## config.mk

```make
export PLATFORM = sky130hd
export DESIGN_NAME = vecr_regs
export DESIGN_NICKNAME = d
export VERILOG_FILES = /design/src/vecr_pkg.sv /design/src/vecr_regs.sv
export VERILOG_INCLUDE_DIRS = /design/src /design/src/src
export SDC_FILE = /design/constraint.sdc
export NUM_CORES = 1
export LEC_CHECK = 0
export ABC_AREA = 1
export BUFFER_PORTS_ARGS = -buffer_cell sky130_fd_sc_hd__buf_2
export CORE_MARGIN = 3
export CORE_UTILIZATION = 55
export DETAILED_ROUTE_END_ITERATION = 10
export PLACE_DENSITY = 0.8
export RECOVER_POWER = 100
export SLEW_MARGIN = 30
export SYNTH_ARGS = -nofsm -noshare
export SYNTH_HDL_FRONTEND = slang
export SYNTH_SLANG_ARGS = --single-unit
```

## constraint.sdc

```tcl
create_clock -name clk_sys_i -period 2.93 [get_ports clk_sys_i]
set_clock_uncertainty 0.05 [all_clocks]
set_input_delay 0.4395 -clock clk_sys_i [delete_from_list [all_inputs] [get_ports clk_sys_i]]
set_output_delay 0.4395 -clock clk_sys_i [all_outputs]
set_load 0.02 [all_outputs]
```

## src/vecr_consts.svh

```systemverilog
/*
 * Offsets, field positions, reset values and widths of the encoder
 * control register bank. Assumes an APB word-per-register layout.
 */
`ifndef VECR_CONSTS_SVH
`define VECR_CONSTS_SVH

// ----------------------------------------------------------------
// register indices; byte address is four times the index
// ----------------------------------------------------------------
`define VECR_IDX_SCALER_CURSOR   8'h37
`define VECR_IDX_LUMA_GAIN       8'h38
`define VECR_IDX_CDIFF_GAIN      8'h39
`define VECR_IDX_SYNC_FORMAT     8'h3a
`define VECR_IDX_PROG_SAMPLING   8'h54
`define VECR_IDX_PROG_BYTE_A     8'h55
`define VECR_IDX_PROG_BYTE_E     8'h59
`define VECR_IDX_STATUS          8'h60
`define VECR_PROG_BYTES          5

// ----------------------------------------------------------------
// field positions
// ----------------------------------------------------------------
`define VECR_B_VUPSCALE          7
`define VECR_B_VFILT_HI          6
`define VECR_B_VFILT_LO          5
`define VECR_B_CURSOR_ZOOM             4
`define VECR_B_ISWING            3
`define VECR_B_HINTERP           2
`define VECR_GAIN_W              5
`define VECR_B_CBAR              7
`define VECR_B_SLVSYNC           6
`define VECR_B_TRIGSRC           5
`define VECR_B_DEMBYP            4
`define VECR_B_SYNCSEL           3
`define VECR_B_LUMAFMT           1
`define VECR_B_CHROMAFMT         0
`define VECR_B_PDINS             7
`define VECR_B_FIXVAL            5
`define VECR_B_FIXEN             4
`define VECR_B_EDGE              1
`define VECR_B_SLOT              0

// ----------------------------------------------------------------
// reset values and masks of writable bits
// ----------------------------------------------------------------
`define VECR_RST_SCALER_CURSOR   8'h00
`define VECR_RST_GAIN            8'h00
`define VECR_RST_SYNC_FORMAT     8'h03
`define VECR_RST_PROG_SAMPLING   8'h02
`define VECR_RST_PROG_BYTE       8'h00
`define VECR_MSK_SCALER_CURSOR   8'hfc
`define VECR_MSK_GAIN            8'h1f
`define VECR_MSK_SYNC_FORMAT     8'hfb
`define VECR_MSK_PROG_SAMPLING   8'hb3
`define VECR_GAIN_UNITY          6'h20
`define VECR_SIGN_FLIP           8'h80

`endif

```

## src/vecr_pkg.sv

```systemverilog
/*
 * Types of the encoder control register bank.
 * Assumes the constants header is included alongside.
 */
package vecr_pkg;

	// effective vertical interpolation filter placement
	typedef enum logic [1:0] {
		VECR_VF_NONE,
		VECR_VF_BEFORE,
		VECR_VF_AFTER
	} vecr_vfilt_t;

	// program data serialiser states
	typedef enum logic [0:0] {
		VECR_PD_IDLE,
		VECR_PD_SHIFT
	} vecr_pd_state_t;

endpackage

```

## src/vecr_regs.sv

```systemverilog
/*
 * Control register bank of a digital video encoder, APB slave, with
 * decode of each setting into datapath controls, sync pin muxing and
 * a serialiser for the five program data bytes of line 16.
 * Assumes one 20 MHz clock, synchronous active-high reset, and that
 * sync and line strobes from the video side arrive asynchronously.
 */
// The APB register port was decided locally.
// Function
// - vertical upscale bit resets 0; 1 enables vertical upscaling.
// - filter field 00 none (reset), 01 before, 10 after, 11 reserved.
// - vertical filter is forced off while vertical upscaling is enabled.
// - cursor zoom resets 0; set enlarges cursor two times both ways.
// - input swing bit resets 0 for 16..235; 1 expects 0..255.
// - horizontal interpolation resets 0; 1 enables filter during upscale.
// - five-bit luma gain scales luma from 1-16/32 to 1+15/32.
// - five-bit colour gain scales both colour components the same way.
// - colour bar bit 1 encodes fixed bars, 0 encodes input data.
// - slave vsync bit 0 resyncs at odd field; 1 follows vsync.
// - trigger source 0 uses sync inputs; 1 decodes embedded codes.
// - dematrix bypass resets 0 active; 1 bypasses the dematrix.
// - sync pin 0 gives pixel-clock hsync; 1 gives crystal sync_pin_select.
// - luma format 0 twos complement, 1 straight binary, resets 1.
// - chroma format 0 twos complement, 1 straight binary, resets 1.
// - program data insertion resets off; 1 inserts data in line 16.
// - monitor vsync pin carries vsync unless fixed level enable set.
// - sampling edge resets 1 normal edges; 0 samples inverse edges.
// - slot correction resets 0; 1 corrects inverted edge misalignment.
// - five program bytes are sent LSB first in line 16.
`timescale 1ns/1ps

`include "vecr_consts.svh"

module vecr_regs #(
	parameter int PD_BYTES = `VECR_PROG_BYTES
) (
	input  wire logic        clk_sys_i,
	input  wire logic        reset_i,
	// apb slave
	input  wire logic        psel_i,
	input  wire logic        penable_i,
	input  wire logic        pwrite_i,
	input  wire logic [11:0] paddr_i,
	input  wire logic [31:0] pwdata_i,
	input  wire logic [3:0]  pstrb_i,
	output logic      [31:0] prdata_o,
	output logic             pready_o,
	output logic             pslverr_o,
	// asynchronous video-side inputs
	input  wire logic        hsync_pixel_i,
	input  wire logic        sync_pin_select_xtal_i,
	input  wire logic        vsync_monitor_i,
	input  wire logic        line16_start_i,
	input  wire logic        pd_bit_tick_i,
	input  wire logic [7:0]  pixel_luma_i,
	input  wire logic [7:0]  pixel_chroma_i,
	// decoded controls
	output logic             vertical_upscale_enable_o,
	output vecr_pkg::vecr_vfilt_t vertical_filter_o,
	output logic             cursor_zoom_o,
	output logic             input_swing_select_o,
	output logic             horizontal_interp_enable_o,
	output logic      [5:0]  luma_gain_factor_o,
	output logic      [5:0]  chroma_gain_factor_o,
	output logic             colour_bar_enable_o,
	output logic             slave_vertical_sync_mode_o,
	output logic             trigger_source_select_o,
	output logic             dematrix_bypass_o,
	output logic             sampling_edge_o,
	output logic             slot_correction_o,
	output logic      [7:0]  luma_binary_o,
	output logic      [7:0]  chroma_binary_o,
	output logic             horizontal_sync_out_pin_o,
	output logic             monitor_vsync_pin_o,
	output logic             program_data_bit_o,
	output logic             program_data_valid_o
);

	// ----------------------------------------------------------------
	// register storage
	// ----------------------------------------------------------------
	logic [7:0] scaler_cursor_input_control_q;
	logic [7:0] output_luma_gain_q;
	logic [7:0] output_colour_diff_gain_q;
	logic [7:0] sync_format_control_q;
	logic [7:0] program_data_and_sampling_control_q;
	logic [7:0] program_data_byte_q [PD_BYTES];

	logic [7:0]  idx;
	logic        addr_ok;
	logic        wr_en;
	logic        setup;
	logic        pd_busy_q;

	// word aligned, low byte lane only carries data
	assign idx   = paddr_i[9:2];
	assign setup = psel_i & ~penable_i;
	assign wr_en = psel_i & penable_i & pwrite_i & pstrb_i[0] & addr_ok;

	// address decode
	always_comb begin
		addr_ok = (paddr_i[1:0] == 2'h0) && (paddr_i[11:10] == 2'h0) &&
			((idx >= `VECR_IDX_SCALER_CURSOR &&
			  idx <= `VECR_IDX_SYNC_FORMAT) ||
			 (idx >= `VECR_IDX_PROG_SAMPLING &&
			  idx <= `VECR_IDX_PROG_BYTE_E) ||
			 idx == `VECR_IDX_STATUS);
	end

	// control registers hold the last write until reset
	always_ff @(posedge clk_sys_i) begin
		if (reset_i) begin
			scaler_cursor_input_control_q       <= `VECR_RST_SCALER_CURSOR;
			output_luma_gain_q                  <= `VECR_RST_GAIN;
			output_colour_diff_gain_q           <= `VECR_RST_GAIN;
			sync_format_control_q               <= `VECR_RST_SYNC_FORMAT;
			program_data_and_sampling_control_q <= `VECR_RST_PROG_SAMPLING;
		end else if (wr_en) begin
			unique case (idx)
				`VECR_IDX_SCALER_CURSOR: begin
					scaler_cursor_input_control_q <=
						pwdata_i[7:0] & `VECR_MSK_SCALER_CURSOR;
				end
				`VECR_IDX_LUMA_GAIN: begin
					output_luma_gain_q <= pwdata_i[7:0] & `VECR_MSK_GAIN;
				end
				`VECR_IDX_CDIFF_GAIN: begin
					output_colour_diff_gain_q <=
						pwdata_i[7:0] & `VECR_MSK_GAIN;
				end
				`VECR_IDX_SYNC_FORMAT: begin
					sync_format_control_q <=
						pwdata_i[7:0] & `VECR_MSK_SYNC_FORMAT;
				end
				`VECR_IDX_PROG_SAMPLING: begin
					program_data_and_sampling_control_q <=
						pwdata_i[7:0] & `VECR_MSK_PROG_SAMPLING;
				end
				default: begin
				end
			endcase
		end
	end

	// program data bytes, one per index
	genvar gi;
	generate
		for (gi = 0; gi < PD_BYTES; gi++) begin : g_pdb
			always_ff @(posedge clk_sys_i) begin
				if (reset_i) begin
					program_data_byte_q[gi] <= `VECR_RST_PROG_BYTE;
				end else if (wr_en &&
					idx == `VECR_IDX_PROG_BYTE_A + 8'(gi)) begin
					program_data_byte_q[gi] <= pwdata_i[7:0];
				end
			end
		end
	endgenerate

	// ----------------------------------------------------------------
	// apb read path: data captured in setup, shown in access
	// ----------------------------------------------------------------
	logic [7:0] rd_byte;
	logic       err_q;
	logic [7:0] pd_rd;

	always_comb begin
		pd_rd = 8'h00;
		for (int i = 0; i < PD_BYTES; i++) begin
			if (idx == `VECR_IDX_PROG_BYTE_A + 8'(i)) begin
				pd_rd = program_data_byte_q[i];
			end
		end
	end

	always_comb begin
		rd_byte = 8'h00;
		unique case (idx)
			`VECR_IDX_SCALER_CURSOR: rd_byte = scaler_cursor_input_control_q;
			`VECR_IDX_LUMA_GAIN:     rd_byte = output_luma_gain_q;
			`VECR_IDX_CDIFF_GAIN:    rd_byte = output_colour_diff_gain_q;
			`VECR_IDX_SYNC_FORMAT:   rd_byte = sync_format_control_q;
			`VECR_IDX_PROG_SAMPLING: begin
				rd_byte = program_data_and_sampling_control_q;
			end
			`VECR_IDX_STATUS: begin
				rd_byte = {6'h00, vertical_filter_o == vecr_pkg::VECR_VF_NONE,
					pd_busy_q};
			end
			default: rd_byte = pd_rd;
		endcase
	end

	// registered read data avoids a long decode path onto the bus
	always_ff @(posedge clk_sys_i) begin
		if (reset_i) begin
			prdata_o <= 32'h0000_0000;
			err_q    <= 1'b0;
		end else if (setup) begin
			prdata_o <= (addr_ok && !pwrite_i) ? {24'h00_0000, rd_byte}
				: 32'h0000_0000;
			err_q    <= ~addr_ok;
		end
	end

	assign pready_o  = 1'b1;
	assign pslverr_o = psel_i & penable_i & err_q;

	// ----------------------------------------------------------------
	// decode of settings
	// ----------------------------------------------------------------
	logic [1:0] vf_sel;
	assign vf_sel = scaler_cursor_input_control_q[`VECR_B_VFILT_HI:
		`VECR_B_VFILT_LO];

	// reserved code behaves as no filter, a safe fallback
	always_comb begin
		vertical_filter_o = vecr_pkg::VECR_VF_NONE;
		if (!vertical_upscale_enable_o) begin
			unique case (vf_sel)
				2'h1:    vertical_filter_o = vecr_pkg::VECR_VF_BEFORE;
				2'h2:    vertical_filter_o = vecr_pkg::VECR_VF_AFTER;
				default: vertical_filter_o = vecr_pkg::VECR_VF_NONE;
			endcase
		end
	end

	assign vertical_upscale_enable_o  =
		scaler_cursor_input_control_q[`VECR_B_VUPSCALE];
	assign cursor_zoom_o              =
		scaler_cursor_input_control_q[`VECR_B_CURSOR_ZOOM];
	assign input_swing_select_o       =
		scaler_cursor_input_control_q[`VECR_B_ISWING];
	assign horizontal_interp_enable_o =
		scaler_cursor_input_control_q[`VECR_B_HINTERP];

	// gain factor in 32nds: 32 plus signed field, 16..47
	assign luma_gain_factor_o = `VECR_GAIN_UNITY +
		{{1{output_luma_gain_q[4]}}, output_luma_gain_q[4:0]};
	assign chroma_gain_factor_o = `VECR_GAIN_UNITY +
		{{1{output_colour_diff_gain_q[4]}}, output_colour_diff_gain_q[4:0]};

	assign colour_bar_enable_o        =
		sync_format_control_q[`VECR_B_CBAR];
	assign slave_vertical_sync_mode_o =
		sync_format_control_q[`VECR_B_SLVSYNC];
	assign trigger_source_select_o    =
		sync_format_control_q[`VECR_B_TRIGSRC];
	assign dematrix_bypass_o          =
		sync_format_control_q[`VECR_B_DEMBYP];
	assign sampling_edge_o            =
		program_data_and_sampling_control_q[`VECR_B_EDGE];
	assign slot_correction_o          =
		program_data_and_sampling_control_q[`VECR_B_SLOT];

	// number format: twos complement flips the sign bit to binary
	always_ff @(posedge clk_sys_i) begin
		if (reset_i) begin
			luma_binary_o   <= 8'h00;
			chroma_binary_o <= 8'h00;
		end else begin
			luma_binary_o   <= sync_format_control_q[`VECR_B_LUMAFMT] ?
				pixel_luma_i : pixel_luma_i ^ `VECR_SIGN_FLIP;
			chroma_binary_o <= sync_format_control_q[`VECR_B_CHROMAFMT] ?
				pixel_chroma_i : pixel_chroma_i ^ `VECR_SIGN_FLIP;
		end
	end

	// ----------------------------------------------------------------
	// synchronisers for asynchronous video-side levels
	// ----------------------------------------------------------------
	logic [4:0] sync_m_q;
	logic [4:0] sync_s_q;
	logic       line16_prev_q;
	logic       tick_prev_q;

	always_ff @(posedge clk_sys_i) begin
		if (reset_i) begin
			sync_m_q <= 5'h00;
			sync_s_q <= 5'h00;
		end else begin
			sync_m_q <= {pd_bit_tick_i, line16_start_i, vsync_monitor_i,
				sync_pin_select_xtal_i, hsync_pixel_i};
			sync_s_q <= sync_m_q;
		end
	end

	// sync pins: registered mux of the synchronised sources
	always_ff @(posedge clk_sys_i) begin
		if (reset_i) begin
			horizontal_sync_out_pin_o <= 1'b0;
			monitor_vsync_pin_o       <= 1'b0;
		end else begin
			horizontal_sync_out_pin_o <=
				sync_format_control_q[`VECR_B_SYNCSEL] ?
				sync_s_q[1] : sync_s_q[0];
			monitor_vsync_pin_o <=
				program_data_and_sampling_control_q[`VECR_B_FIXEN] ?
				program_data_and_sampling_control_q[`VECR_B_FIXVAL] :
				sync_s_q[2];
		end
	end

	// ----------------------------------------------------------------
	// program data serialiser, line 16
	// ----------------------------------------------------------------
	localparam int PD_BITS = PD_BYTES * 8;
	vecr_pkg::vecr_pd_state_t pd_state_q;
	logic [PD_BITS-1:0]       pd_shift_q;
	logic [7:0]               pd_count_q;
	logic                     line16_rise;
	logic                     tick_rise;
	logic [PD_BITS-1:0]       pd_load;

	assign line16_rise = sync_s_q[3] & ~line16_prev_q;
	assign tick_rise   = sync_s_q[4] & ~tick_prev_q;

	// byte a sits lowest so it leaves first, each byte lsb first
	always_comb begin
		pd_load = '0;
		for (int i = 0; i < PD_BYTES; i++) begin
			pd_load[i*8 +: 8] = program_data_byte_q[i];
		end
	end

	always_ff @(posedge clk_sys_i) begin
		if (reset_i) begin
			line16_prev_q <= 1'b0;
			tick_prev_q   <= 1'b0;
		end else begin
			line16_prev_q <= sync_s_q[3];
			tick_prev_q   <= sync_s_q[4];
		end
	end

	// a line start while disabled is ignored; mid-burst starts too
	always_ff @(posedge clk_sys_i) begin
		if (reset_i) begin
			pd_state_q <= vecr_pkg::VECR_PD_IDLE;
			pd_shift_q <= '0;
			pd_count_q <= 8'h00;
		end else begin
			unique case (pd_state_q)
				vecr_pkg::VECR_PD_IDLE: begin
					if (line16_rise &&
						program_data_and_sampling_control_q[`VECR_B_PDINS]) begin
						pd_state_q <= vecr_pkg::VECR_PD_SHIFT;
						pd_shift_q <= pd_load;
						pd_count_q <= 8'h00;
					end
				end
				vecr_pkg::VECR_PD_SHIFT: begin
					if (tick_rise) begin
						pd_shift_q <= pd_shift_q >> 1;
						pd_count_q <= pd_count_q + 8'h01;
						if (pd_count_q == 8'(PD_BITS - 1)) begin
							pd_state_q <= vecr_pkg::VECR_PD_IDLE;
						end
					end
				end
			endcase
		end
	end

	// serial output from flops, advanced on each bit tick
	always_ff @(posedge clk_sys_i) begin
		if (reset_i) begin
			program_data_bit_o   <= 1'b0;
			program_data_valid_o <= 1'b0;
			pd_busy_q            <= 1'b0;
		end else begin
			program_data_bit_o   <= pd_shift_q[0];
			program_data_valid_o <= (pd_state_q == vecr_pkg::VECR_PD_SHIFT) &
				tick_rise;
			pd_busy_q <= (pd_state_q == vecr_pkg::VECR_PD_SHIFT);
		end
	end
endmodule

```

# Word-level counts from Yosys, hierarchy flattened
# Memory sizes are Yosys's and may differ from the RTL's.
# Cells that the tools add are included.
[totals]
elab_cells = 134
input_bits = 74
regBits = 143
memories = 1
ram_bits = 40
out_inout_bits = 78
[mem_list]
columns = ["memory", "words", "width", "rd", "rd_clocked_by_memory_dff", "wr", "line", "rtl"]
rows = [
  ["program_data_byte_q", 5, 8, 5, 0, 5, "vecr_regs.sv:87", "logic [7:0] program_data_byte_q [PD_BYTES];"],
]
[op_classes]
order_cmp = 4
bitwise_logic = 21
n_addsub = 3
reduce_logical = 23
n_eq_ne = 16
n_mux = 45
[ops]
columns = ["op", "n"]
rows = [
  ["8-bit 2-to-1 mux", 15],
  ["40-bit 2-to-1 mux", 2],
  ["40-bit case mux with 2 select lines", 1],
  ["8-bit by 7-bit equality test with 1-bit output (second input constant)", 7],
  ["8-bit case mux with 6 select lines", 1],
  ["8-bit by 6-bit equality test with 1-bit output (second input constant)", 5],
  ["1-bit 2-to-1 mux", 22],
  ["8-bit case mux with 2 select lines", 1],
  ["6-bit adder (first input constant)", 2],
  ["2-bit AND reduction", 6],
  ["1-bit logical AND", 11],
  ["1-bit AND", 9],
  ["8-bit by 1-bit adder with 8-bit output (second input constant)", 1],
  ["8-bit by 6-bit >= comparator with 1-bit output (second input constant)", 1],
  ["8-bit by 7-bit >= comparator with 1-bit output (second input constant)", 1],
  ["8-bit by 6-bit less-or-equal comparator with 1-bit output (second input constant)", 1],
  ["8-bit by 7-bit less-or-equal comparator with 1-bit output (second input constant)", 1],
  ["1-bit inverter", 7],
  ["2-bit logical NOT", 3],
  ["1-bit OR", 5],
  ["2-bit case mux with 2 select lines", 1],
  ["2-bit by 1-bit equality test with 1-bit output (second input constant)", 1],
  ["2-bit equality test (second input constant)", 1],
  ["1-bit logical OR", 2],
  ["5 further kinds", 5],
]

# Depth between registers and ports, before layout
# Gate-level depths: netlist (run 1).
[depth]
ltp_word = 11
ltp_mapped = 15
mapped_depth_nobuf = 13

# Worst setup path after synthesis (run 1)
# Ideal clock, no wire load.
[synth_timing]
path_kind = "input to register"
start = "in paddr_i[5]"
end = "mem program_data_byte_q[1][0], enable pin"
path_slack_ps = 454
t_required_ps = 2496
path_stages = 10
path_buffers = 1
setup_ps = 384
arrival_ps = 2042
path_cell_list = "buf_4 -> inv_1 -> nand2_1 -> nor2_1 -> nand2_1 -> nand2_1 -> a21oi_1 -> nand2_4 -> nand3_4 -> o21ai_0"
[synth_lines]
columns = ["element", "line", "rtl"]
rows = [
  ["from (decl)", "vecr_regs.sv:43", "input wire logic [11:0] paddr_i,"],
  ["to (decl)", "vecr_regs.sv:87", ""],
]

==> results of run 1 <==
==> flip-flops by register name, summed over array words and instances (netlist names) <==
name	flops
chroma_binary_o	8
program_data_bit_o	1
program_data_byte_q	40
program_data_valid_o	1
program_data_and_sampling_control_q	5
pd_state_q	1
sync_m_q	5
prdata_o	8
output_colour_diff_gain_q	5
pd_busy_q	1
sync_format_control_q	7
line16_prev_q	1
sync_s_q	5
err_q	1
pd_shift_q	40
scaler_cursor_input_control_q	6
output_luma_gain_q	5
pd_count_q	8
luma_binary_o	8
tick_prev_q	1
monitor_vsync_pin_o	1
horizontal_sync_out_pin_o	1
==> layer usage <==
| metal | vias up | global-route usage | wire length (um) |
|---|---|---|---|
| li1 | 3181 | - | - |
| met1 | 2912 | 0.3266 | 7631 |
| met2 | 310 | 0.4022 | 8445 |
| met3 | 53 | 0.05702 | 1399 |
| met4 | 0 | 0.1124 | 540 |
| met5 | - | 0 | 0 |
==> synth_stat cells (27+ instances only) <==
cell type and number:
dfxtp_1 119, o21ai_0 52, nor4_1 34, inv_1 98, buf_4 27, clkbuf_1 30, nor2_1 96, edfxtp_1 40
nand3_1 54, a21oi_1 47, a31oi_1 39, nand2_1 213
==> where the power goes <==
| part | switching (mW) | leakage [nW] | internal, mW |
|---|---|---|---|
| Sequential | 0.0274 | 1.34 | 2.30 |
| Combinational | 0.196 | 1.76 | 0.0670 |
| Clock | 0.923 | 0.298 | 1.30 |
| Total | 1.15 | 3.41 | 3.66 |
==> worst paths after layout <==
path / endpoint / startpoint / cells past startpoint
hold reg to reg: sync_s_q[2]$_SDFF_PP0_ / sync_m_q[2]$_SDFF_PP0_ / 2
setup / recovery: program_data_byte_q[0][3]$_SDFFCE_PN0P_ / paddr_i[4] / 10
setup reg to reg: pd_shift_q[35]$_SDFFE_PP0P_ / pd_state_q$_SDFF_PP0_ / 6
hold / removal: chroma_binary_o[4]$_SDFF_PP0_ / pixel_chroma_i[4] / 3
==> tightest hold or removal path: cells and delay by family <==
kind,cells,cell delay (ns)
simple gates,1,0.06
buf+inv,2,0.11
==> cell families (layout without fill, tap and decap cells) <==
family | Yosys count | in the layout | synth area share
other | 2 | 25 | 0.001053
DFF | 159 | 159 | 0.5026
and+or+nand+nor | 430 | 430 | 0.2687
adders and majority gates | 1 | 1 | 0.001755
AOI/OAI and AO/OA | 150 | 150 | 0.1169
buffers and inverters | 171 | 253 | 0.1065
xor gates and xnor gates | 2 | 2 | 0.002457
==> per-stage QoR <==
stage	instance area, um^2	hold slack [ns]	util
CTS	8318	0.1571	0.6729
detailed placement	7707	0.3454	0.6235
floorplan	7216	0.3383	-
global placement	7707	0.3393	0.6235
finish	8184	0.1659	0.6620
global route	8184	0.1659	0.6620
==> cell type report <==
type | instances | area (um^2) | share of cell area
multi-input combinational | 608 | 2835 | 0.3464
tap | 168 | 210.2 | 0.02568
clock buffer | 22 | 528.0 | 0.06452
sequential | 159 | 3583 | 0.4379
inverter | 100 | 375.4 | 0.04586
timing repair buffer | 121 | 569.3 | 0.06956
clock inverter | 10 | 82.58 | 0.01009
==> placed cells by master (no fill, tap or decap), drive strengths merged <==
cell type | Yosys | layout
a21oi | 47 | 47
inv | 100 | 107
a211oi | 2 | 2
o21a | 1 | 1
nand3 | 55 | 55
clkinv | 0 | 1
nand4 | 14 | 14
conb | 2 | 25
nand2 | 214 | 214
nand3b | 1 | 1
dfxtp | 119 | 119
o41ai | 1 | 1
nor2 | 98 | 98
a22oi | 1 | 1
a31oi | 39 | 39
ha | 1 | 1
o21ai | 52 | 52
a32o | 1 | 1
o211ai | 4 | 4
o22ai | 1 | 1
clkbuf | 30 | 85
xor2 | 2 | 2
nor3 | 13 | 13
buf | 41 | 58
a221oi | 1 | 1
clkinvlp | 0 | 2
nor4 | 35 | 35
edfxtp | 40 | 40
==> results.toml, run 1 <==
[outcome]
violations = "capacitance limit, slew limit"
run_status = "finished with violations"

[cts]
cts_sinks = 159
clk_latency_ns = 0.42
clk_root_buffer_cell = "clkbuf_16"
cts_tree = "done"
cts_resized = 0
htreeDepth = 4
numCtsBuffers = 17
post_cts_buffers = 0
holdBufCountCts = 0
clk_transition_reported_paths_ns = 0.06
cts_buffer_depth = 2

[placement]
dp_slack_ns = 0.3308
gp_congestion = 0.9386
place.detailed.hpwl_um = 12530
placed_cells = 1156
numPortBuffers = 99

[detailed_routing]
via_per_inst = 5.434
routed_wl_um = 18020
vias = 6456
route.detailed.drc = 0
ant_nets = 0
firstDrtPassIters = 6
drt_iter0_markers = 590
routedWlPerCell_um = 15.16

[global_routing]
grt_pass1_wl_um = 28750
antenna_found_initial = 0
grt_pass1_vias = 5928
grt_max_degree = 104
grtUsageTotal = 0.2513
overflow = 0

[worst_setup_path]
crit_family = "simple AND/OR/NAND/NOR gates"
critical_path_class = "in2reg"
critPathBufInv = 2
critPathMaxStageDelay_ns = 0.44
crit_required_ns = 2.97
crit_chain = "buf_2 -> inv_1 -> nand2_1 -> nor2_1 -> nand2_1 -> nand2_1 -> a21oi_1 -> nand2_1 -> nand4_1 -> nand2_1"
startpoint_type = "input pin"
arrival_ns = 2.53
crit_fanout = 9
crit_path_frequent_cell = "nand2_1"
worst_setup_path_end_kind = "flop"
crit_slowest_cell = "nand2_1"
worst-r2r-setup-slack_ns = 0.54

[die]
ios = 152
die_h_um = 119.9
rows = 40
dieWidth_um = 119.9
initial_core_util = 0.5767
coreArea_mm2 = 0.01236
die_area_mm2 = 0.01436

[power]
peakVddDrop_v = 0.0003823
power_density_mw_per_mm2 = 587.9
power_mw = 4.811
power_leakage_nw = 3.405

[timing]
rsz0062_at_grt = "no"
maxSlewViolCount = 104
setup_viol = 0
setup_ws_ns = 0.4401
fin_crit_sh = 0.8498
slew_headroom = -0.3517
fin_setup_tns_ns = 0
final_hold_viol_count = 0
tightestPinTransition_ns = 2.028
timing.fmax_mhz = 401.6
finalCriticalPeriod_ns = 2.490

[yosys]
yosysTopAreaCell = "dfxtp_1"
seq_area_frac_synth = 0.5026
yosysTopAreaCellShare = 0.3342
synth-seq-cells = 159
yosys-top-cells-area = "dfxtp_1, edfxtp_1, nand2_1"
yosys_warnings = 0
syn_avg_cell_area_um2 = 7.792
synthFlopType = "dfxtp_1"
synthCells = 915
synthesis.area_mm2 = 0.007129
async_flop_share = 0
synth_edf_count = 40
synth.distinct_cells = 35

[layout]
synthToLayoutAreaGrowth_pct = 14.79
drive_above_1_share = 0.1000
num-nets-final = 1082
fillCellCount = 1056
diodes = 0
final-instance-count-excl-fill = 1188

[min_path]
hold_class = "in2reg"

[job]
timing.max_cap.violations = 1
No activity file was read; power rests on OpenSTA's default activity.
==> inputs of run 2 (changes only) <==
--- a/config.mk
+++ b/config.mk
@@ -6,10 +6,10 @@
 export SDC_FILE = /design/constraint.sdc
 export NUM_CORES = 1
 export LEC_CHECK = 0
-export ABC_AREA = 1
+export ABC_AREA = 0
 export BUFFER_PORTS_ARGS = -buffer_cell sky130_fd_sc_hd__buf_2
 export CORE_MARGIN = 3
-export CORE_UTILIZATION = 55
+export CORE_UTILIZATION = 54
 export DETAILED_ROUTE_END_ITERATION = 10
 export PLACE_DENSITY = 0.8
 export RECOVER_POWER = 100
==> constraint.sdc (replaced) <==
create_clock -name clk_sys_i -period 2.45 [get_ports clk_sys_i]
set_clock_uncertainty 0.05 [all_clocks]
set_input_delay 0.3675 -clock clk_sys_i [delete_from_list [all_inputs] [get_ports clk_sys_i]]
set_output_delay 0.3675 -clock clk_sys_i [all_outputs]
set_load 0.02 [all_outputs]
==> run 2 against run 1 <==
Net effect: the run now ends clean; final cell count fell by 19%; flip-flop and latch count did not move; register-to-register slack improved by 0.15 ns; via count fell by 15%; clock power rose by 23%; worst hold slack got worse by 0.065 ns; routed wire length fell by 5.9%; critical path type unchanged; critical endpoint is now sync_format_control_q[3]$_SDFFE_PP0P_; largest cell class unchanged.
==> results.toml, run 2 <==
[timing]
rsz0062_at_grt = "no"
fin_crit_sh = 0.8533
final_hold_viol_count = 0
finalCriticalPeriod_ns = 2.091
fin_setup_tns_ns = 0
setup_viol = 0
tightestPinTransition_ns = 0.8689
whs_ns = 0.1013
slew_headroom = 0.4207
maxSlewViolCount = 0
timing.fmax_mhz = 478.3

[global_routing]
grt_max_degree = 79
top_usage_layer = "met2"
grtUsageMet2 = 0.4036
grt_pass1_wl_um = 27070
grtUsageTotal = 0.2456
met3_usage = 0.05789
overflow = 0
antenna_found_initial = 0
grt_pass1_vias = 5196
met1_usage = 0.3162

[worst_setup_path]
critical_path_class = "in2reg"
arrival_ns = 2.32
crit_fanout = 7
rr_worst_depth = 5
startpoint_type = "input pin"
crit_slowest_cell = "or4_1"
crit_required_ns = 2.68
crit_chain = "clkbuf_1 -> or4_1 -> nor2_1 -> clkbuf_1 -> nand3_2 -> clkbuf_1 -> mux2i_1 -> nor2_1"
critPathMaxStageDelay_ns = 0.63
worst_setup_path_end_kind = "flop"
crit_path_frequent_cell = "clkbuf_1"

[die]
initial_core_util = 0.5612
coreArea_mm2 = 0.01221
rows = 40
dieWidth_um = 118.7
die_h_um = 118.7
ios = 152
die_area_mm2 = 0.01408

[layout]
diodes = 0
fin_util = 0.6639
synthToLayoutAreaGrowth_pct = 18.31
stdcell_area_mm2 = 0.008108
layout_common_cells = "nor2_1, dfxtp_1, mux2i_1"
drive_above_1_share = 0.1432
num-nets-final = 858
final_common_cell = "nor2_1"
top_regs = "pd_shift_q: 40 flops, program_data_byte_q: 40 flops"

[detailed_routing]
ant_nets = 0
via_per_inst = 5.688
routed_wl_um = 16950
firstDrtPassIters = 5
route.detailed.drc = 0
routedWlPerCell_um = 17.58
drt_iter0_markers = 530
vias = 5483

[power]
peakVddDrop_v = 0.0005156
power.internal_mw = 4.490
combPwrFrac = 0.053
switching_share = 0.2287
switchingPower_mw = 1.331
power_leakage_nw = 2.952
p_seq_frac = 0.477
p_clk_frac = 0.470
power_mw = 5.822
power_density_mw_per_mm2 = 718.0

[yosys]
synthCells = 669
ys_top_cells_by_count = "nor2_1, dfxtp_1, mux2i_1"
synthMostInstantiatedCell = "nor2_1"
yosysTopAreaCell = "dfxtp_1"
yosys-mux-area-fraction = 0.1185
synthesis.area_mm2 = 0.006853
seq_area_frac_synth = 0.5229
synthSimpleGateAreaFrac = 0.1784
synth-seq-cells = 159
async_flop_share = 0
yosys-top-cells-area = "dfxtp_1, edfxtp_1, mux2i_1"
yosys_warnings = 0
yosysTopAreaCellShare = 0.3476
synthAdderAreaFrac = 0.001826
synth_compound_area_frac = 0.1200
synth.distinct_cells = 62
synthFlopType = "dfxtp_1"
synth-xor-area-share = 0.007668
synth_edf_count = 40
syn_avg_cell_area_um2 = 10.24
synth_top_family_by_area = "simple AND/OR/NAND/NOR gates"

[cts]
holdBufCountCts = 0
cts_tree = "done"
numCtsBuffers = 17
cts_sinks = 159
post_cts_buffers = 0
htreeDepth = 4
clk_transition_reported_paths_ns = 0.06
cts_resized = 0
cts_buffer_depth = 2
clk_latency_ns = 0.42
clk_root_buffer_cell = "clkbuf_16"

[placement]
postPlaceCellArea_mm2 = 0.007585
numPortBuffers = 99
gp_congestion = 0.9511
place.detailed.hpwl_um = 12020

[min_path]
hold_path_depth = 2
hold_class = "in2reg"

[job]
timing.max_cap.violations = 0

[outcome]
run_status = "completed"
-- run 2: cell types whose count changed after synthesis, moves of 39 or more --
cell / delta
a31oi_1: -39
nand2_1: -183
nand3_1: -45
a21oi_1: -40
inv_1: -96
o21ai_0: -39
a211oi_1: +40
mux2i_1: +80
-- run 2: stage by stage --
step / setup slack (ns) / std cells
finish: 0.3594 / 964
global route: 0.2301 / 964
floorplan: -0.07521 / 692
global placement: 0.1482 / 932
detailed placement: 0.1018 / 932
CTS: 0.5410 / 964
-- run 2: final timing paths --
| kind | slack, ns | to | start |
|---|---|---|---|
| min reg2reg | 0.39 | sync_s_q[4]$_SDFF_PP0_ | sync_m_q[4]$_SDFF_PP0_ |
| max | 0.36 | sync_format_control_q[3]$_SDFFE_PP0P_ | paddr_i[1] |
| min | 0.10 | sync_m_q[4]$_SDFF_PP0_ | pd_bit_tick_i |
| max reg2reg | 0.69 | pd_shift_q[38]$_SDFFE_PP0P_ | program_data_and_sampling_control_q[7]$_SDFFE_PP0P_ |
-- run 2: final cells by class --
cell class | instances | area, um^2
Fill cell | 1015 | 4104
Sequential cell | 159 | 3585
Multi-Input combinational cell | 470 | 3018
Timing Repair Buffer | 132 | 660.6
Clock buffer | 19 | 475.5
Tap cell | 168 | 210.2
Clock inverter | 13 | 147.6
Inverter | 3 | 11.26
-- run 2: power by group through the flow --
stage	Combinational [mW]	Clock, mW	Sequential [mW]
2_1_floorplan	0.198	0	2.84
4_1_cts	0.312	2.77	2.78
5_1_grt	0.334	2.88	2.78
3_3_place_gp	0.304	0	2.83
6_report	0.308	2.74	2.78
3_5_place_dp	0.310	0	2.83
-- run 2: cell families (layout without fill, tap and decap cells) --
group,after synthesis,after routing
adder cells (fa/ha/maj),1,1
AO/OA/AOI/OAI,108,108
buffers and inverters,63,167
flip-flops,159,159
XOR/XNOR,6,6
AND/OR/NAND/NOR,249,249
other,2,25
multiplexers,81,81
-- run 2: critical path: cells and delay by family --
family,cells,cell delay (ns)
simple gates,4,1.09
buf+inv,3,0.58
mux,1,0.26
-- run 2: layer usage --
layer	up-vias	part of all wire	wire [um]
met5	-	0	0
met4	0	0.020	346
met3	32	0.063	1074
met2	238	0.49	8238
met1	2627	0.43	7291
li1	2586	-	-
==> inputs of run 3 (changes only) <==
--- a/config.mk
+++ b/config.mk
@@ -9,9 +9,9 @@
 export ABC_AREA = 0
 export BUFFER_PORTS_ARGS = -buffer_cell sky130_fd_sc_hd__buf_2
 export CORE_MARGIN = 3
-export CORE_UTILIZATION = 54
+export CORE_UTILIZATION = 45
 export DETAILED_ROUTE_END_ITERATION = 10
-export PLACE_DENSITY = 0.8
+export PLACE_DENSITY = 0.68
 export RECOVER_POWER = 100
 export SLEW_MARGIN = 30
 export SYNTH_ARGS = -nofsm -noshare
==> run 3 against run 2 <==
Net effect: the run now ends with capacitance limit, slew limit left; clock power is 1% lower; largest power group unchanged; first-iteration DRC count is 22% lower; critical endpoint is now prdata_o[0]$_SDFFE_PP0P_; fmax is 1.8% lower; cell area hardly changed; core utilization is 11 points lower; highest routed layer unchanged; die area is 19% higher.
==> results.toml, run 3 (same netlist as run 2, synthesis figures left out) <==
[outcome]
run_status = "finished with violations"
violations = "capacitance limit, slew limit"

[layout]
final_common_cell = "nor2_1"
fin_util = 0.5511
num-nets-final = 858
multi_input_area_mm2 = 0.002994
layout_common_cells = "nor2_1, dfxtp_1, mux2i_1"
drive_above_1_share = 0.1407
fillCellCount = 1338
synthToLayoutAreaGrowth_pct = 18.20
top_regs = "pd_shift_q: 40 flops, program_data_byte_q: 40 flops"
diodes = 0
register_area_mm2 = 0.003585

[cts]
cts_buffer_depth = 2
htreeDepth = 4
numCtsBuffers = 17
holdBufCountCts = 0
clk_root_buffer_cell = "clkbuf_16"
cts_resized = 0
clk_latency_ns = 0.43
clk_transition_reported_paths_ns = 0.07
cts_tree = "done"
cts_sinks = 159
post_cts_buffers = 0

[worst_setup_path]
crit_path_frequent_cell = "clkbuf_1"
worst_setup_path_end_kind = "flop"
crit_chain = "clkbuf_1 -> or3b_1 -> or2_0 -> o211ai_4 -> clkbuf_1 -> o2111ai_1 -> a221oi_1"
arrival_ns = 2.41
critical_path_class = "in2reg"
startpoint_type = "input pin"
crit_slowest_cell = "or3b_1"
crit-reg2reg-launch = "program_data_and_sampling_control_q[7]$_SDFFE_PP0P_"
crit_family = "compound AO/OA/AOI/OAI gates"
crit_required_ns = 2.73
crit_fanout = 8
rr_worst_depth = 5
worst-r2r-setup-slack_ns = 0.47
r2r-end = "pd_shift_q[34]$_SDFFE_PP0P_"
critPathBufInv = 2
critPathMaxStageDelay_ns = 0.45

[power]
switching_share = 0.2340
peakVddDrop_v = 0.0004968
combPwrFrac = 0.053
switchingPower_mw = 1.352
power_density_mw_per_mm2 = 713.5
p_seq_frac = 0.480
power.internal_mw = 4.427
p_clk_frac = 0.467
power_leakage_nw = 2.939
power_mw = 5.779

[global_routing]
grt_pass1_wl_um = 26770
antenna_found_initial = 0
grtUsageTotal = 0.2084
grt_max_degree = 59
overflow = 0
grt_pass1_vias = 5221

[timing]
rsz0062_at_grt = "no"
fin_crit_sh = 0.8690
setup_viol = 0
slew_headroom = -0.1519
fin_setup_tns_ns = 0
tightestPinTransition_ns = 1.728
final_hold_viol_count = 0
timing.fmax_mhz = 469.7
whs_ns = 0.09307
setup_ws_ns = 0.3208
finalCriticalPeriod_ns = 2.129
maxSlewViolCount = 43

[die]
die_h_um = 129.4
rows = 44
initial_core_util = 0.4662
coreArea_mm2 = 0.01470
ios = 152
die_area_mm2 = 0.01675
dieWidth_um = 129.4

[placement]
dp_slack_ns = 0.09398
numPortBuffers = 99
gp_congestion = 0.8991
place.detailed.hpwl_um = 12390

[detailed_routing]
drt_iter0_markers = 412
ant_nets = 0
firstDrtPassIters = 6
vias = 5404
via_per_inst = 5.514
route.detailed.drc = 0
routed_wl_um = 16970
routedWlPerCell_um = 17.32

[min_path]
hold_path_depth = 2
min_to = "luma_binary_o[6]$_SDFF_PP0_"
hp-start = "pixel_luma_i[6]"
hold_class = "in2reg"

[job]
timing.max_cap.violations = 1
## run 3: per-layer routing
layer	vias up	track usage	routed length, um
met3	24	0.05606	1214
li1	2587	-	-
met1	2582	0.2679	7393
met4	0	0.08524	365
met2	211	0.3341	7996
met5	-	0	0
## run 3: worst max path at each step
stage | depth (start not counted) | slack [ns] | end | from
after global placement | 6 | 0.13 | program_data_byte_q[2][6]$_SDFFCE_PN0P_ | paddr_i[1]
after CTS | 5 | 0.51 | pd_shift_q[34]$_SDFFE_PP0P_ | program_data_and_sampling_control_q[7]$_SDFFE_PP0P_
after floorplan | 6 | -0.08 | program_data_byte_q[3][0]$_SDFFCE_PN0P_ | paddr_i[3]
after detailed placement | 6 | 0.09 | program_data_byte_q[2][3]$_SDFFCE_PN0P_ | paddr_i[1]
after global routing | 7 | 0.20 | prdata_o[0]$_SDFFE_PP0P_ | paddr_i[5]
final | 7 | 0.32 | prdata_o[0]$_SDFFE_PP0P_ | paddr_i[5]
## run 3: power by group through the flow
stage                     logic (mW)  registers, mW  clock network (mW)
final                          0.307           2.77                2.70
after global routing           0.333           2.78                2.85
after CTS                      0.314           2.77                2.74
after detailed placement       0.312           2.83                   0
after global placement         0.307           2.83                   0
after floorplan                0.198           2.84                   0
## run 3: metrics by stage
step           area, um^2  instances
6_report             8100        980
5_1_grt              8100        980
4_1_cts              8220        980
3_5_place_dp         7617        948
3_3_place_gp         7617        948
2_1_floorplan        6944        692
## run 3: cell type report
class,instances,area share
Tap cell,184,0.02842
Timing Repair Buffer,132,0.08356
Clock buffer,19,0.05607
Sequential cell,159,0.4425
Clock inverter,13,0.01838
Multi-Input combinational cell,470,0.3696
Inverter,3,0.001390
